===== src/rtl/pwm_defines.svh =====
// Offsets, field positions, reset values and limits of the PWM block.
// Included by the PWM design files only.
`ifndef PWM_DEFINES_SVH
`define PWM_DEFINES_SVH
`define OFS_TB_CTRL 12'h000
`define OFS_CLK_DIV 12'h004
`define OFS_PERIOD 12'h008
`define OFS_SEVT 12'h00c
`define OFS_SDUTY 12'h010
`define OFS_MCOUNT 12'h014
`define OFS_GEN_BASE 12'h020
`define GOFS_CTRL 3'h0
`define GOFS_PDUTY 3'h1
`define GOFS_SDUTY 3'h2
`define GOFS_PHASE 3'h3
`define GOFS_MODE 3'h4
`define TB_ON_BIT 15
`define CTL_FLTST 15
`define CTL_CLST 14
`define CTL_TRGST 13
`define CTL_FLTIE 12
`define CTL_CLIE 11
`define CTL_TRGIE 10
`define CTL_ITB 9
`define CTL_SHARED_DUTY_SELECT 8
`define CTL_DTC_LO 6
`define CTL_CAM 2
`define CTL_EXTERNAL_PERIOD_RESET_ENABLE 1
`define CTL_IUE 0
`define CTL_WR_MASK 16'h1fc7
`define CTL_CFG_MASK 16'h0304
`define PERIOD_RST 16'hfff8
`define SEVT_MASK 16'hfff8
`define DUTY_MIN 16'h0009
`define DUTY_MARGIN 16'h0008
`define DIV_MAX_CODE 3'h6
`define RESP_OKAY 2'h0
`define RESP_SLVERR 2'h2
`endif


===== src/rtl/pwm_pkg.sv =====
// Types shared by the PWM design files.
// Assumes the defines header is compiled alongside.
package pwm_pkg;
  typedef enum logic [1:0] {
    PAIR_COMPL = 2'h0,
    PAIR_REDUNDANT = 2'h1,
    PAIR_PUSH_PULL = 2'h2,
    PAIR_INDEP = 2'h3
  } pair_mode_t;
  typedef enum logic [1:0] {
    DEAD_POSITIVE = 2'h0,
    DEAD_NEGATIVE = 2'h1,
    DEAD_OFF = 2'h2,
    DEAD_RSVD = 2'h3
  } dead_mode_t;
endpackage : pwm_pkg


===== src/rtl/hires_pwm_timebase_duty.sv =====
// PWM time base, special event trigger and duty control, AXI4-Lite slave.
// Assumes one clock aclk; fault and current-limit inputs are asynchronous pins.
//
// The address map and the AXI4-Lite interface to the registers are this design's own decisions.
`include "pwm_defines.svh"
module hires_pwm_timebase_duty
  import pwm_pkg::*;
#(
  parameter int NUM_GEN = 4,
  parameter int DEAD_CYCLES = 2
) (
  input wire logic aclk,
  input wire logic aresetn,
  input wire logic [11:0] s_axi_awaddr,
  input wire logic s_axi_awvalid,
  output logic s_axi_awready,
  input wire logic [31:0] s_axi_wdata,
  input wire logic [3:0] s_axi_wstrb,
  input wire logic s_axi_wvalid,
  output logic s_axi_wready,
  output logic [1:0] s_axi_bresp,
  output logic s_axi_bvalid,
  input wire logic s_axi_bready,
  input wire logic [11:0] s_axi_araddr,
  input wire logic s_axi_arvalid,
  output logic s_axi_arready,
  output logic [31:0] s_axi_rdata,
  output logic [1:0] s_axi_rresp,
  output logic s_axi_rvalid,
  input wire logic s_axi_rready,
  input wire logic [NUM_GEN-1:0] fault_in,
  input wire logic [NUM_GEN-1:0] current_limit_in,
  output logic [NUM_GEN-1:0] high_side_output,
  output logic [NUM_GEN-1:0] low_side_output,
  output logic [NUM_GEN-1:0] controller_irq_flag,
  output logic special_event_trigger
);
  logic module_on;
  logic [3:0] special_event_postscale;
  logic [2:0] input_clock_divide;
  logic [15:0] master_period;
  logic [15:0] special_event_compare_value;
  logic [15:0] shared_duty_value;
  logic [15:0] master_time_base_counter;
  logic [15:0] generator_control [NUM_GEN];
  logic [15:0] primary_duty_value [NUM_GEN];
  logic [15:0] secondary_duty_value [NUM_GEN];
  logic [15:0] primary_phase_value [NUM_GEN];
  logic [1:0] output_pair_mode [NUM_GEN];
  logic [NUM_GEN-1:0] fault_irq_pending;
  logic [NUM_GEN-1:0] current_limit_irq_pending;
  logic [NUM_GEN-1:0] trigger_irq_pending;

  // ****************************************
  // AXI4-Lite handshakes
  // ****************************************
  logic aw_held_r;
  logic w_held_r;
  logic [11:0] aw_addr_r;
  logic [31:0] w_data_r;
  logic [3:0] w_strb_r;
  logic do_write;
  assign do_write = aw_held_r & w_held_r & ~s_axi_bvalid;

  function automatic logic [15:0] merge(input logic [15:0] old, input logic [31:0] d,
                                        input logic [3:0] strb);
    merge[7:0] = strb[0] ? d[7:0] : old[7:0];
    merge[15:8] = strb[1] ? d[15:8] : old[15:8];
  endfunction : merge

  // Generator index of an address, NUM_GEN when outside the generator registers
  function automatic int gen_of(input logic [11:0] a);
    int g;
    g = (int'(a) - int'(`OFS_GEN_BASE)) >>> 5;
    if (a < `OFS_GEN_BASE || g >= NUM_GEN || a[4:2] > `GOFS_MODE)
      gen_of = NUM_GEN;
    else
      gen_of = g;
  endfunction : gen_of

  function automatic logic top_hit(input logic [11:0] a);
    top_hit = (a[11:2] <= `OFS_MCOUNT >> 2);
  endfunction : top_hit

  always_ff @(posedge aclk) begin
    if (!aresetn) begin
      aw_held_r <= 1'b0;
      aw_addr_r <= 12'h000;
      s_axi_awready <= 1'b1;
    end else if (s_axi_awvalid && s_axi_awready) begin
      aw_held_r <= 1'b1;
      aw_addr_r <= s_axi_awaddr;
      s_axi_awready <= 1'b0;
    end else if (s_axi_bvalid && s_axi_bready) begin
      aw_held_r <= 1'b0;
      s_axi_awready <= 1'b1;
    end
  end

  always_ff @(posedge aclk) begin
    if (!aresetn) begin
      w_held_r <= 1'b0;
      w_data_r <= 32'h0000_0000;
      w_strb_r <= 4'h0;
      s_axi_wready <= 1'b1;
    end else if (s_axi_wvalid && s_axi_wready) begin
      w_held_r <= 1'b1;
      w_data_r <= s_axi_wdata;
      w_strb_r <= s_axi_wstrb;
      s_axi_wready <= 1'b0;
    end else if (s_axi_bvalid && s_axi_bready) begin
      w_held_r <= 1'b0;
      s_axi_wready <= 1'b1;
    end
  end

  always_ff @(posedge aclk) begin
    if (!aresetn) begin
      s_axi_bvalid <= 1'b0;
      s_axi_bresp <= `RESP_OKAY;
    end else if (do_write) begin
      s_axi_bvalid <= 1'b1;
      s_axi_bresp <= (top_hit(aw_addr_r) || gen_of(aw_addr_r) < NUM_GEN) ?
                     `RESP_OKAY : `RESP_SLVERR;
    end else if (s_axi_bready) begin
      s_axi_bvalid <= 1'b0;
    end
  end

  // ****************************************
  // Top registers
  // ****************************************
  always_ff @(posedge aclk) begin
    if (!aresetn) begin
      module_on <= 1'b0;
      special_event_postscale <= 4'h0;
      input_clock_divide <= 3'h0;
      master_period <= `PERIOD_RST;
      special_event_compare_value <= 16'h0000;
      shared_duty_value <= 16'h0000;
    end else if (do_write) begin
      case (aw_addr_r)
        `OFS_TB_CTRL: begin
          module_on <= w_strb_r[1] ? w_data_r[`TB_ON_BIT] : module_on;
          if (!module_on && w_strb_r[0])
            special_event_postscale <= w_data_r[3:0];
        end
        `OFS_CLK_DIV:
          if (!module_on && w_strb_r[0])
            input_clock_divide <= w_data_r[2:0];
        `OFS_PERIOD: master_period <= merge(master_period, w_data_r, w_strb_r);
        `OFS_SEVT:
          special_event_compare_value <= merge(special_event_compare_value, w_data_r,
                                               w_strb_r) & `SEVT_MASK;
        `OFS_SDUTY: shared_duty_value <= merge(shared_duty_value, w_data_r, w_strb_r);
        default: ;
      endcase
    end
  end

  // ****************************************
  // Generator registers
  // ****************************************
  always_ff @(posedge aclk) begin
    if (!aresetn) begin
      for (int g = 0; g < NUM_GEN; g++) begin
        generator_control[g] <= 16'h0000;
        primary_duty_value[g] <= 16'h0000;
        secondary_duty_value[g] <= 16'h0000;
        primary_phase_value[g] <= 16'h0000;
        output_pair_mode[g] <= 2'h0;
      end
    end else if (do_write && gen_of(aw_addr_r) < NUM_GEN) begin
      for (int g = 0; g < NUM_GEN; g++) begin
        if (gen_of(aw_addr_r) == g) begin
          case (aw_addr_r[4:2])
            `GOFS_CTRL:
              generator_control[g] <= module_on ?
                ((merge(generator_control[g], w_data_r, w_strb_r) & `CTL_WR_MASK &
                  ~`CTL_CFG_MASK) | (generator_control[g] & `CTL_CFG_MASK)) :
                (merge(generator_control[g], w_data_r, w_strb_r) & `CTL_WR_MASK);
            `GOFS_PDUTY:
              primary_duty_value[g] <= merge(primary_duty_value[g], w_data_r, w_strb_r);
            `GOFS_SDUTY:
              secondary_duty_value[g] <= merge(secondary_duty_value[g], w_data_r, w_strb_r);
            `GOFS_PHASE:
              primary_phase_value[g] <= merge(primary_phase_value[g], w_data_r, w_strb_r);
            `GOFS_MODE:
              if (!module_on && w_strb_r[0])
                output_pair_mode[g] <= w_data_r[1:0];
            default: ;
          endcase
        end
      end
    end
  end

  // ****************************************
  // Read path
  // ****************************************
  logic [15:0] rd_val;
  always_comb begin
    int g;
    g = gen_of(s_axi_araddr);
    rd_val = 16'h0000;
    case (s_axi_araddr)
      `OFS_TB_CTRL: rd_val = {module_on, 11'h000, special_event_postscale};
      `OFS_CLK_DIV: rd_val = {13'h0000, input_clock_divide};
      `OFS_PERIOD: rd_val = master_period;
      `OFS_SEVT: rd_val = special_event_compare_value;
      `OFS_SDUTY: rd_val = shared_duty_value;
      `OFS_MCOUNT: rd_val = master_time_base_counter;
      default:
        if (g < NUM_GEN) begin
          case (s_axi_araddr[4:2])
            `GOFS_CTRL:
              rd_val = {fault_irq_pending[g], current_limit_irq_pending[g],
                        trigger_irq_pending[g], generator_control[g][12:0]};
            `GOFS_PDUTY: rd_val = primary_duty_value[g];
            `GOFS_SDUTY: rd_val = secondary_duty_value[g];
            `GOFS_PHASE: rd_val = primary_phase_value[g];
            `GOFS_MODE: rd_val = {14'h0000, output_pair_mode[g]};
            default: rd_val = 16'h0000;
          endcase
        end
    endcase
  end

  always_ff @(posedge aclk) begin
    if (!aresetn) begin
      s_axi_arready <= 1'b1;
      s_axi_rvalid <= 1'b0;
      s_axi_rdata <= 32'h0000_0000;
      s_axi_rresp <= `RESP_OKAY;
    end else if (s_axi_arvalid && s_axi_arready) begin
      s_axi_arready <= 1'b0;
      s_axi_rvalid <= 1'b1;
      s_axi_rdata <= {16'h0000, rd_val};
      s_axi_rresp <= (top_hit(s_axi_araddr) || gen_of(s_axi_araddr) < NUM_GEN) ?
                     `RESP_OKAY : `RESP_SLVERR;
    end else if (s_axi_rvalid && s_axi_rready) begin
      s_axi_rvalid <= 1'b0;
      s_axi_arready <= 1'b1;
    end
  end

  // ****************************************
  // Input clock divider and master time base
  // ****************************************
  logic [5:0] div_cnt_r;
  logic [5:0] div_last;
  logic tick;
  assign div_last = 6'((7'h01 << ((input_clock_divide > `DIV_MAX_CODE) ?
                                  `DIV_MAX_CODE : input_clock_divide)) - 7'h01);
  assign tick = module_on && div_cnt_r == div_last;

  always_ff @(posedge aclk) begin
    if (!aresetn || !module_on || tick)
      div_cnt_r <= 6'h00;
    else
      div_cnt_r <= div_cnt_r + 6'h01;
  end

  always_ff @(posedge aclk) begin
    if (!aresetn || !module_on)
      master_time_base_counter <= 16'h0000;
    else if (tick)
      master_time_base_counter <= (master_time_base_counter >= master_period - 16'h0001) ?
                                  16'h0000 : master_time_base_counter + 16'h0001;
  end

  // ****************************************
  // Special event postscaler
  // ****************************************
  logic [3:0] post_cnt_r;
  logic sevt_match;
  assign sevt_match = tick && master_time_base_counter == special_event_compare_value;

  always_ff @(posedge aclk) begin
    if (!aresetn || !module_on) begin
      post_cnt_r <= 4'h0;
      special_event_trigger <= 1'b0;
    end else begin
      special_event_trigger <= sevt_match && post_cnt_r == special_event_postscale;
      if (sevt_match)
        post_cnt_r <= (post_cnt_r == special_event_postscale) ? 4'h0 : post_cnt_r + 4'h1;
    end
  end

  // ****************************************
  // Pin synchronisers and per-generator logic
  // ****************************************
  logic [NUM_GEN-1:0] flt_s1_r, flt_s2_r, flt_s3_r;
  logic [NUM_GEN-1:0] cl_s1_r, cl_s2_r, cl_s3_r;
  logic [NUM_GEN-1:0] gen_h;
  logic [NUM_GEN-1:0] gen_l;
  logic [NUM_GEN-1:0] gen_end;

  always_ff @(posedge aclk) begin
    if (!aresetn) begin
      {flt_s1_r, flt_s2_r, flt_s3_r} <= '0;
      {cl_s1_r, cl_s2_r, cl_s3_r} <= '0;
    end else begin
      flt_s1_r <= fault_in;
      flt_s2_r <= flt_s1_r;
      flt_s3_r <= flt_s2_r;
      cl_s1_r <= current_limit_in;
      cl_s2_r <= cl_s1_r;
      cl_s3_r <= cl_s2_r;
    end
  end

  for (genvar g = 0; g < NUM_GEN; g++) begin : gen_ch
    logic [15:0] ctl;
    logic shared_duty_select;
    assign ctl = generator_control[g];
    assign shared_duty_select = ctl[`CTL_SHARED_DUTY_SELECT];

    pwm_gen #(
      .DEAD_CYCLES(DEAD_CYCLES)
    ) u_gen (
      .aclk(aclk),
      .aresetn(aresetn),
      .tick(tick),
      .run(module_on),
      .own_tb(ctl[`CTL_ITB]),
      .center_aligned_enable(ctl[`CTL_CAM]),
      .immediate_duty_update(ctl[`CTL_IUE]),
      .master_period(master_period),
      .own_period(primary_phase_value[g]),
      .duty_pri(shared_duty_select ? shared_duty_value : primary_duty_value[g]),
      .duty_sec(shared_duty_select ? shared_duty_value : secondary_duty_value[g]),
      .pair_mode(pair_mode_t'(output_pair_mode[g])),
      .dead_mode(dead_mode_t'(ctl[`CTL_DTC_LO +: 2])),
      .ext_reset(ctl[`CTL_EXTERNAL_PERIOD_RESET_ENABLE] & ctl[`CTL_ITB] & cl_s2_r[g] & ~cl_s3_r[g]),
      .high_out(gen_h[g]),
      .low_out(gen_l[g]),
      .period_end(gen_end[g])
    );

    // Pending flags: only hardware events set them, a cleared enable clears them
    always_ff @(posedge aclk) begin
      if (!aresetn) begin
        fault_irq_pending[g] <= 1'b0;
        current_limit_irq_pending[g] <= 1'b0;
        trigger_irq_pending[g] <= 1'b0;
      end else begin
        if (!ctl[`CTL_FLTIE])
          fault_irq_pending[g] <= 1'b0;
        else if (flt_s2_r[g] && !flt_s3_r[g])
          fault_irq_pending[g] <= 1'b1;
        if (!ctl[`CTL_CLIE])
          current_limit_irq_pending[g] <= 1'b0;
        else if (cl_s2_r[g] && !cl_s3_r[g])
          current_limit_irq_pending[g] <= 1'b1;
        if (!ctl[`CTL_TRGIE])
          trigger_irq_pending[g] <= 1'b0;
        else if (gen_end[g])
          trigger_irq_pending[g] <= 1'b1;
      end
    end

    always_ff @(posedge aclk) begin
      if (!aresetn) begin
        high_side_output[g] <= 1'b0;
        low_side_output[g] <= 1'b0;
        controller_irq_flag[g] <= 1'b0;
      end else begin
        high_side_output[g] <= gen_h[g];
        low_side_output[g] <= gen_l[g];
        controller_irq_flag[g] <= fault_irq_pending[g] | current_limit_irq_pending[g] |
                                  trigger_irq_pending[g];
      end
    end
  end
endmodule : hires_pwm_timebase_duty


===== src/rtl/pwm_gen.sv =====
// One PWM generator: time base counter, active duty copies, pair logic.
// Assumes tick is a one-cycle enable from the shared input clock divider.
`include "pwm_defines.svh"
module pwm_gen
  import pwm_pkg::*;
#(
  parameter int DEAD_CYCLES = 2
) (
  input wire logic aclk,
  input wire logic aresetn,
  input wire logic tick,
  input wire logic run,
  input wire logic own_tb,
  input wire logic center_aligned_enable,
  input wire logic immediate_duty_update,
  input wire logic [15:0] master_period,
  input wire logic [15:0] own_period,
  input wire logic [15:0] duty_pri,
  input wire logic [15:0] duty_sec,
  input wire pair_mode_t pair_mode,
  input wire dead_mode_t dead_mode,
  input wire logic ext_reset,
  output logic high_out,
  output logic low_out,
  output logic period_end
);
  logic [15:0] cnt_r;
  logic down_r;
  logic phase_r;
  logic [15:0] act_p_r;
  logic [15:0] act_s_r;
  logic [7:0] dead_r;
  logic raw_h;
  logic raw_l;
  logic prev_h_r;
  logic prev_l_r;
  logic [15:0] per;
  logic center;
  logic wrap;

  function automatic logic [15:0] clamp_duty(input logic [15:0] d, input logic [15:0] p);
    if (d < `DUTY_MIN)
      clamp_duty = 16'h0000;
    else if (d > p - `DUTY_MARGIN)
      clamp_duty = p - `DUTY_MARGIN;
    else
      clamp_duty = d;
  endfunction : clamp_duty

  assign per = own_tb ? own_period : master_period;
  assign center = own_tb & center_aligned_enable;
  assign wrap = center ? (down_r && cnt_r == 16'h0000) : (cnt_r >= per - 16'h0001);

  // ****************************************
  // Time base
  // ****************************************
  always_ff @(posedge aclk) begin
    if (!aresetn || !run) begin
      cnt_r <= 16'h0000;
      down_r <= 1'b0;
    end else if (ext_reset) begin
      cnt_r <= 16'h0000;
      down_r <= 1'b0;
    end else if (tick) begin
      if (center) begin
        if (!down_r && cnt_r >= per)
          down_r <= 1'b1;
        else if (wrap)
          down_r <= 1'b0;
        else
          cnt_r <= down_r ? cnt_r - 16'h0001 : cnt_r + 16'h0001;
      end else begin
        cnt_r <= wrap ? 16'h0000 : cnt_r + 16'h0001;
      end
    end
  end

  always_ff @(posedge aclk) begin
    if (!aresetn)
      period_end <= 1'b0;
    else
      period_end <= run & tick & wrap;
  end

  // ****************************************
  // Active duty copies
  // ****************************************
  always_ff @(posedge aclk) begin
    if (!aresetn) begin
      act_p_r <= 16'h0000;
      act_s_r <= 16'h0000;
    end else if (immediate_duty_update || !run || (tick && wrap)) begin
      act_p_r <= duty_pri;
      act_s_r <= duty_sec;
    end
  end

  always_ff @(posedge aclk) begin
    if (!aresetn || !run)
      phase_r <= 1'b0;
    else if (tick && wrap)
      phase_r <= ~phase_r;
  end

  // ****************************************
  // Pair logic and dead time
  // ****************************************
  logic pri_on;
  logic sec_on;
  logic changed;
  logic dead_on;
  // Dead band starts in the very cycle the raw level moves
  assign changed = raw_h != prev_h_r || raw_l != prev_l_r;
  assign dead_on = changed || dead_r != 8'h00;
  assign pri_on = cnt_r < clamp_duty(act_p_r, per);
  assign sec_on = cnt_r < clamp_duty(act_s_r, per);

  always_comb begin
    case (pair_mode)
      PAIR_COMPL: begin
        raw_h = pri_on;
        raw_l = ~pri_on;
      end
      PAIR_REDUNDANT: begin
        raw_h = pri_on;
        raw_l = pri_on;
      end
      PAIR_PUSH_PULL: begin
        raw_h = pri_on & phase_r;
        raw_l = pri_on & ~phase_r;
      end
      default: begin
        raw_h = pri_on;
        raw_l = sec_on;
      end
    endcase
  end

  always_ff @(posedge aclk) begin
    if (!aresetn || !run) begin
      dead_r <= 8'h00;
      prev_h_r <= 1'b0;
      prev_l_r <= 1'b0;
    end else begin
      prev_h_r <= raw_h;
      prev_l_r <= raw_l;
      if (changed)
        dead_r <= 8'(DEAD_CYCLES - 1);
      else if (dead_r != 8'h00)
        dead_r <= dead_r - 8'h01;
    end
  end

  always_ff @(posedge aclk) begin
    if (!aresetn || !run) begin
      high_out <= 1'b0;
      low_out <= 1'b0;
    end else if (dead_on && dead_mode == DEAD_POSITIVE) begin
      high_out <= 1'b0;
      low_out <= 1'b0;
    end else if (dead_on && dead_mode == DEAD_NEGATIVE) begin
      high_out <= 1'b1;
      low_out <= 1'b1;
    end else begin
      high_out <= raw_h;
      low_out <= raw_l;
    end
  end
endmodule : pwm_gen


===== config.mk =====
export PLATFORM = sky130hd
export DESIGN_NAME = hires_pwm_timebase_duty
export DESIGN_NICKNAME = d
export VERILOG_FILES = /design/src/rtl/pwm_pkg.sv /design/src/rtl/hires_pwm_timebase_duty.sv /design/src/rtl/pwm_gen.sv
export VERILOG_INCLUDE_DIRS = /design/src /design/src/rtl
export SDC_FILE = /design/constraint.sdc
export NUM_CORES = 2
export LEC_CHECK = 0
export BUFFER_PORTS_ARGS = -buffer_cell sky130_fd_sc_hd__buf_2
export CAP_MARGIN = 40
export CORE_ASPECT_RATIO = 1.4
export CORE_MARGIN = 8
export CORE_UTILIZATION = 60
export CTS_CLUSTER_SIZE = 40
export DETAILED_ROUTE_END_ITERATION = 6
export GPL_ROUTABILITY_DRIVEN = 1
export PLACE_DENSITY = 0.77
export SETUP_SLACK_MARGIN = 0.05
export SYNTH_ARGS = -nofsm -noshare
export SYNTH_HDL_FRONTEND = slang
export SYNTH_HIERARCHICAL = 1
export SYNTH_SLANG_ARGS = --single-unit

===== constraint.sdc =====
create_clock -name aclk -period 26 [get_ports aclk]
set_input_delay 2.6 -clock aclk [delete_from_list [all_inputs] [get_ports aclk]]
set_output_delay 2.6 -clock aclk [all_outputs]
set_load 0.02 [all_outputs]

; After elaboration in Yosys (flattened, before gate mapping)
; Memory sizes are Yosys's and may differ from the RTL's.
; Index checks and enable logic that the tools add are counted.
[op_classes]
addsub = 27
n_lt_le_gt_ge = 47
n_eq_ne = 51
shifts = 1
muxes = 265
n_bitwise = 76
n_reduce_logical = 150
[ops]
columns = cell, n
row1 = 16-bit 2-to-1 mux, 62
row2 = 32-bit 2-to-1 mux, 9
row3 = 8-bit 2-to-1 mux, 28
row4 = "32-bit by 4-bit < comparator with 1-bit output, second input constant", 5
row5 = 16-bit >= comparator, 9
row6 = "16-bit by 1-bit subtractor with 16-bit output, second input constant", 9
row7 = 1-bit 2-to-1 mux, 137
row8 = 16-bit > comparator, 8
row9 = 16-bit < comparator, 8
row10 = "16-bit by 4-bit < comparator with 1-bit output, second input constant", 8
row11 = 13-bit 2-to-1 mux, 8
row12 = 16-bit case mux with 6 select lines, 1
row13 = "16-bit by 1-bit adder with 16-bit output, second input constant", 5
row14 = 16-bit case mux with 5 select lines, 1
row15 = "32-bit by 3-bit == test with 1-bit output, second input constant", 2
row16 = 16-bit logical NOT, 4
row17 = "16-bit by 4-bit subtractor with 16-bit output, second input constant", 4
row18 = 13-bit by 10-bit bitwise OR with 13-bit output, 4
row19 = 3-bit AND reduction, 17
row20 = "12-bit by 4-bit == test with 1-bit output, second input constant", 4
row21 = 1-bit logical AND, 38
row22 = "12-bit by 5-bit == test with 1-bit output, second input constant", 3
row23 = "32-bit by 2-bit == test with 1-bit output, second input constant", 1
row24 = 32-bit logical NOT, 1
row25 = 39 further kinds, 241
[totals]
regBits = 437
ramBits = 252
inputBits = 75
out_inout_bits = 54
elab_cells = 726
memories = 5
[memory_table]
columns = memory, words, word_bits, rd, rd_ports_with_merged_regs, write_ports, line_no
row1 = primary_duty_value, 4, 16, 5, 0, 4, hires_pwm_timebase_duty.sv:46  ; logic [15:0] primary_duty_value [NUM_GEN];
row2 = primary_phase_value, 4, 16, 5, 0, 4, hires_pwm_timebase_duty.sv:48  ; logic [15:0] primary_phase_value [NUM_GEN];
row3 = secondary_duty_value, 4, 16, 5, 0, 4, hires_pwm_timebase_duty.sv:47  ; logic [15:0] secondary_duty_value [NUM_GEN];
row4 = generator_control, 4, 13, 5, 0, 4, hires_pwm_timebase_duty.sv:45  ; logic [15:0] generator_control [NUM_GEN];
row5 = output_pair_mode, 4, 2, 5, 0, 4, hires_pwm_timebase_duty.sv:49  ; logic [1:0] output_pair_mode [NUM_GEN];

; Depth between registers and ports, before layout
[logic_depth]
depth_word = 16
mapped_depth = 37
depth_no_buf = 32

; Hierarchy
; The synthesis kept the hierarchy.
[modules_own_cells]
columns = module, n_inst, cells_per_inst, area_per_inst_um2
row1 = hires_pwm_timebase_duty, 1, 2299, 21454.3
row2 = pwm_gen (gen_ch[0].u_gen), 1, 863, 7101.8
row3 = pwm_gen (gen_ch[1].u_gen), 1, 892, 6991.7
row4 = pwm_gen (gen_ch[3].u_gen), 1, 887, 6852.8
row5 = pwm_gen (gen_ch[2].u_gen), 1, 889, 6717.7

; Worst setup path after synthesis
; No wires, ideal clock.
[synth_timing]
kind = register -> register
startpoint = mem generator_control[0][9] (netlist name)
endpoint = reg gen_ch[0].u_gen.dead_r[0]
setup_ns = 0.120
arrival_ns = 8.448
slack_ns = 17.433
path_stages_with_launch = 34
path_cell_list = edfxtp_1 buf_2 buf_2 buf_1 mux2i_1 ha_1 or4bb_1 a222oi_1 and2_1 nand3_1 xor2_1 inv_1 ha_1 or3b_1 a211o_1 o311ai_1 o211a_1 a221oi_2 a31oi_1 buf_1 clkbuf_1 mux2i_1 or2_2 ha_1 a21o_1 a21o_1 a21oi_1 o221a_2 o311ai_0 a21o_1 or3_4 and2_4 buf_6 o31a_1
[synth_rtl]
columns = element, line_no
row1 = from (decl), hires_pwm_timebase_duty.sv:45
row2 = to (signal assigned), pwm_gen.sv:148  ; dead_r <= 8'(DEAD_CYCLES - 1);
row3 = to (signal assigned), pwm_gen.sv:150  ; dead_r <= dead_r - 8'h01;
row4 = to (decl), pwm_gen.sv:32  ; logic [7:0] dead_r;

==> impl_metrics.ini <==
[synth]
synth.ff_latch_count = 675
synth_area_per_cell_um2 = 8.43
number_of_flops_mapped_to_enable_cells_by_yosys = 240
dominantRegCellSynth = dfxtp_1
synth_area_mm2 = 0.0491
yosysWarningCount = 6
synth-seq-area-share = 0.324
post_synth_num_cell_types = 146
postSynth.asyncResetShare = 0
postSynthCellCount = 5830

[routing]
drtPass1Iterations = 7
drc_marker_count_from_the_first_detailed_route_iteration = 4991
detail_route.drc_violations = 2
drt_wl_total_um = 187000
top_layer = met5
drt-met1-wl_um = 68000
number_of_nets_with_antenna_violations_after_routing = 0
route.met3.wl_um = 16000
detail_route.wl_per_cell_um = 27.0
routed_vias_inst = 6.63
wl_met2_um = 85000
routed-via-count = 45900

[clock_network]
ctsResizeCount = 0
clock-sinks = 675
post_cts.repair.setup_buffers = 0
cts_inserted_buffers = 70
cts_tree = done
clkSlewWorstSetupHoldPaths_ns = 0.06
clk_latency_ns = 0.64
cts_buffer_depth = 3
root_buffer = clkbuf_16
htree_num_levels = 3
hold_buffers = 0

[die]
rows = 124
io_pins = 129
initial_utilization = 0.603
core_area_mm2 = 0.0815
die-width_um = 258
fp.dieH_um = 355
dieArea_mm2 = 0.0914

[power]
finalPower_mw = 2.48
total_leakage_power_nw = 21.5
powerDensity_mw_per_mm2 = 46.9
max-vdd-ir-drop_uv = 56.1

[outcome]
violated_checks = DRC
status = finished, violations left

[worst_setup_path]
worst_setup_path_end_kind = register
cp-start-kind = register
critical-path-max-stage-delay_ns = 0.84
worst_ep_arrival_time_ns = 10.07
worst-setup-path-type = reg2reg
crit-reg2reg-launch = generator_control[1][9]
critical_path.max_fanout = 34
launching_instance_or_port_of_the_critical_path = generator_control[1][9]
crit_path_top_delay_cell = mux2i_1
r2r_setup_slack_ns = 16.49
timing.rr.end = gen_ch[1].u_gen/dead_r[3]
worst-endpoint-required_ns = 26.55
r2r_cells = 30

[placement]
port_buffers = 92
gp_congestion = 1.05
detailed_place_hpwl_um = 140000
placed_area_mm2 = 0.0505
place_ws_ns = 16.76

[sta]
achievable-frequency_ghz = 0.105
finalCriticalPeriod_ns = 9.51
slew_violations = 0
timing_worst_slew_pin_value_ns = 1.02
rsz0062_at_grt = no
finClkSkew_ns = 0.0265
slew_headroom = 0.319
report.final.setup_viol = 0
hold_viol = 0
period_share = 0.366
layout_setup_ws_ns = 16.49
final_setup_tns_ns = 0

[global_routing]
grt_max_degree = 165
grt_first_pass_wirelength_um = 274000
first_global_vias = 43400
grtUsageTotal = 0.394
grt-ovfl-total = 0
antenna_found_initial = 8

[layout]
syn2layout_area_growth_pct = 7.71
stdcell_area_mm2 = 0.0529
fillers = 7046
finish.net_count = 6256
register_area_mm2 = 0.0159
final_core_util = 0.650
post_route_cells_drive_above_1_share = 0.0889
multiInputGateArea_mm2 = 0.0307

[min_path]
min_to = low_side_output[3]
timing.hold.worst_path_depth = 1
timing.hold.worst.start = gen_ch[3].u_gen/low_out
hold_path.class = reg2reg

[job]
max_cap_violations = 0
## cells by family (layout without fill, tap and decap cells)
family,after synthesis,after routing,share of synthesized area
buffers and inverters,614,616,0.0526
adder cells (fa/ha/maj),393,393,0.0999
AND/OR/NAND/NOR,2282,2282,0.237
AO/OA/AOI/OAI,1408,1408,0.193
other,1,22,0.0000763
multiplexers,250,250,0.0524
XOR/XNOR,207,207,0.0411
flip-flops,675,675,0.324
## how the worst max path moves through the flow
| stage | cells past startpoint | slack [ns] | end |
|---|---|---|---|
| 2_1_floorplan | 33 | 17.43 | gen_ch[0].u_gen/dead_r[0] |
| 3_3_place_gp | 30 | 16.85 | gen_ch[1].u_gen/dead_r[1] |
| 3_5_place_dp | 30 | 16.76 | gen_ch[1].u_gen/dead_r[1] |
| 4_1_cts | 30 | 16.66 | gen_ch[1].u_gen/dead_r[3] |
| 5_1_grt | 31 | 16.02 | gen_ch[1].u_gen/dead_r[3] |
| 6_report | 30 | 16.49 | gen_ch[1].u_gen/dead_r[3] |
## where the power goes
group          switching (mW)  internal [mW]  total (mW)
clock network           0.457          0.601        1.06
registers              0.0383           1.12        1.16
logic                   0.176         0.0891       0.265
total                   0.672           1.81        2.48
## synthesized netlist by cell type, drive strengths merged (18+ instances only)
library cell,instances,area (µm²)
nand2,747,2830
a21o,88,662
a21oi,225,1150
dfxtp,435,8710
clkbuf,237,891
mux2i,207,2090
nor2b,106,663
buf,106,677
and2,193,1210
a31oi,58,384
a21boi,76,574
nor4,70,515
a211oi,30,248
xor2,85,763
o21ai,428,2160
a221oi,32,299
inv,271,1020
nor3,109,609
o21a,69,518
o22ai,49,313
nor2,370,1400
or3,51,334
nand2b,44,275
o211ai,51,402
ha,387,4840
nor3b,31,238
edfxtp,240,7210
o31ai,38,304
or2,35,219
and3,98,613
o221ai,44,409
nand4,88,563
xnor2,110,986
a211o,18,158
mux2,43,488
nand3,242,1230
## area by class of cell
type	instances	share of cell area
multi-input cells	4558	0.581
flip-flops and latches	675	0.301
clock buffers	101	0.0386
repair buffers	218	0.0288
well taps	1071	0.0253
inverters	271	0.0192
clock inverters	26	0.00589
diodes	4	0.000189
## through the flow
| stage | cells | hold WS, ns |
|---|---|---|
| 5_1_grt | 6920 | 0.441 |
| 6_report | 6924 | 0.430 |
| 2_1_floorplan | 5847 | 0.412 |
| 4_1_cts | 6912 | 0.432 |
| 3_5_place_dp | 6785 | 0.418 |
| 3_3_place_gp | 6766 | 0.414 |
## worst max-delay path: cells and delay by family (launching register included)
family | cells | cell delay (ns)
flip-flops | 1 | 0.33
AND/OR/NAND/NOR | 9 | 2.59
adder cells (fa/ha/maj) | 3 | 1.12
buffers and inverters | 2 | 0.62
multiplexers | 3 | 1.43
XOR/XNOR | 2 | 0.55
AO/OA/AOI/OAI | 11 | 2.75
## cell usage in the layout (no fill, tap or decap), drive strengths merged, types with 69 or more instances in the layout
master  netlist  final
nand2       747    747
dfxtp       435    435
o21ai       428    428
ha          387    387
nor2        370    370
inv         271    275
nand3       242    242
edfxtp      240    240
a21oi       225    225
buf         106    216
mux2i       207    207
and2        193    193
xnor2       110    110
nor3        109    109
nor2b       106    106
clkbuf      237    102
and3         98     98
a21o         88     88
nand4        88     88
xor2         85     85
a21boi       76     76
nor4         70     70
o21a         69     69
## sequential cells by signal (all words and copies together) (netlist names), 32 cells and up
register              flops
gen_ch.u_gen/act_p_r     64
gen_ch.u_gen/act_s_r     64
gen_ch.u_gen/cnt_r       64
primary_duty_value       64
primary_phase_value      64
secondary_duty_value     64
generator_control        40
gen_ch.u_gen/dead_r      32
## metal layers
| metal | vias to the layer above | global-route usage |
|---|---|---|
| met5 | - | 0 |
| met4 | 8 | 0.318 |
| met3 | 700 | 0.0748 |
| met2 | 2361 | 0.635 |
| met1 | 21700 | 0.454 |
| li1 | 21100 | - |
(Power assumes the default switching activity.)
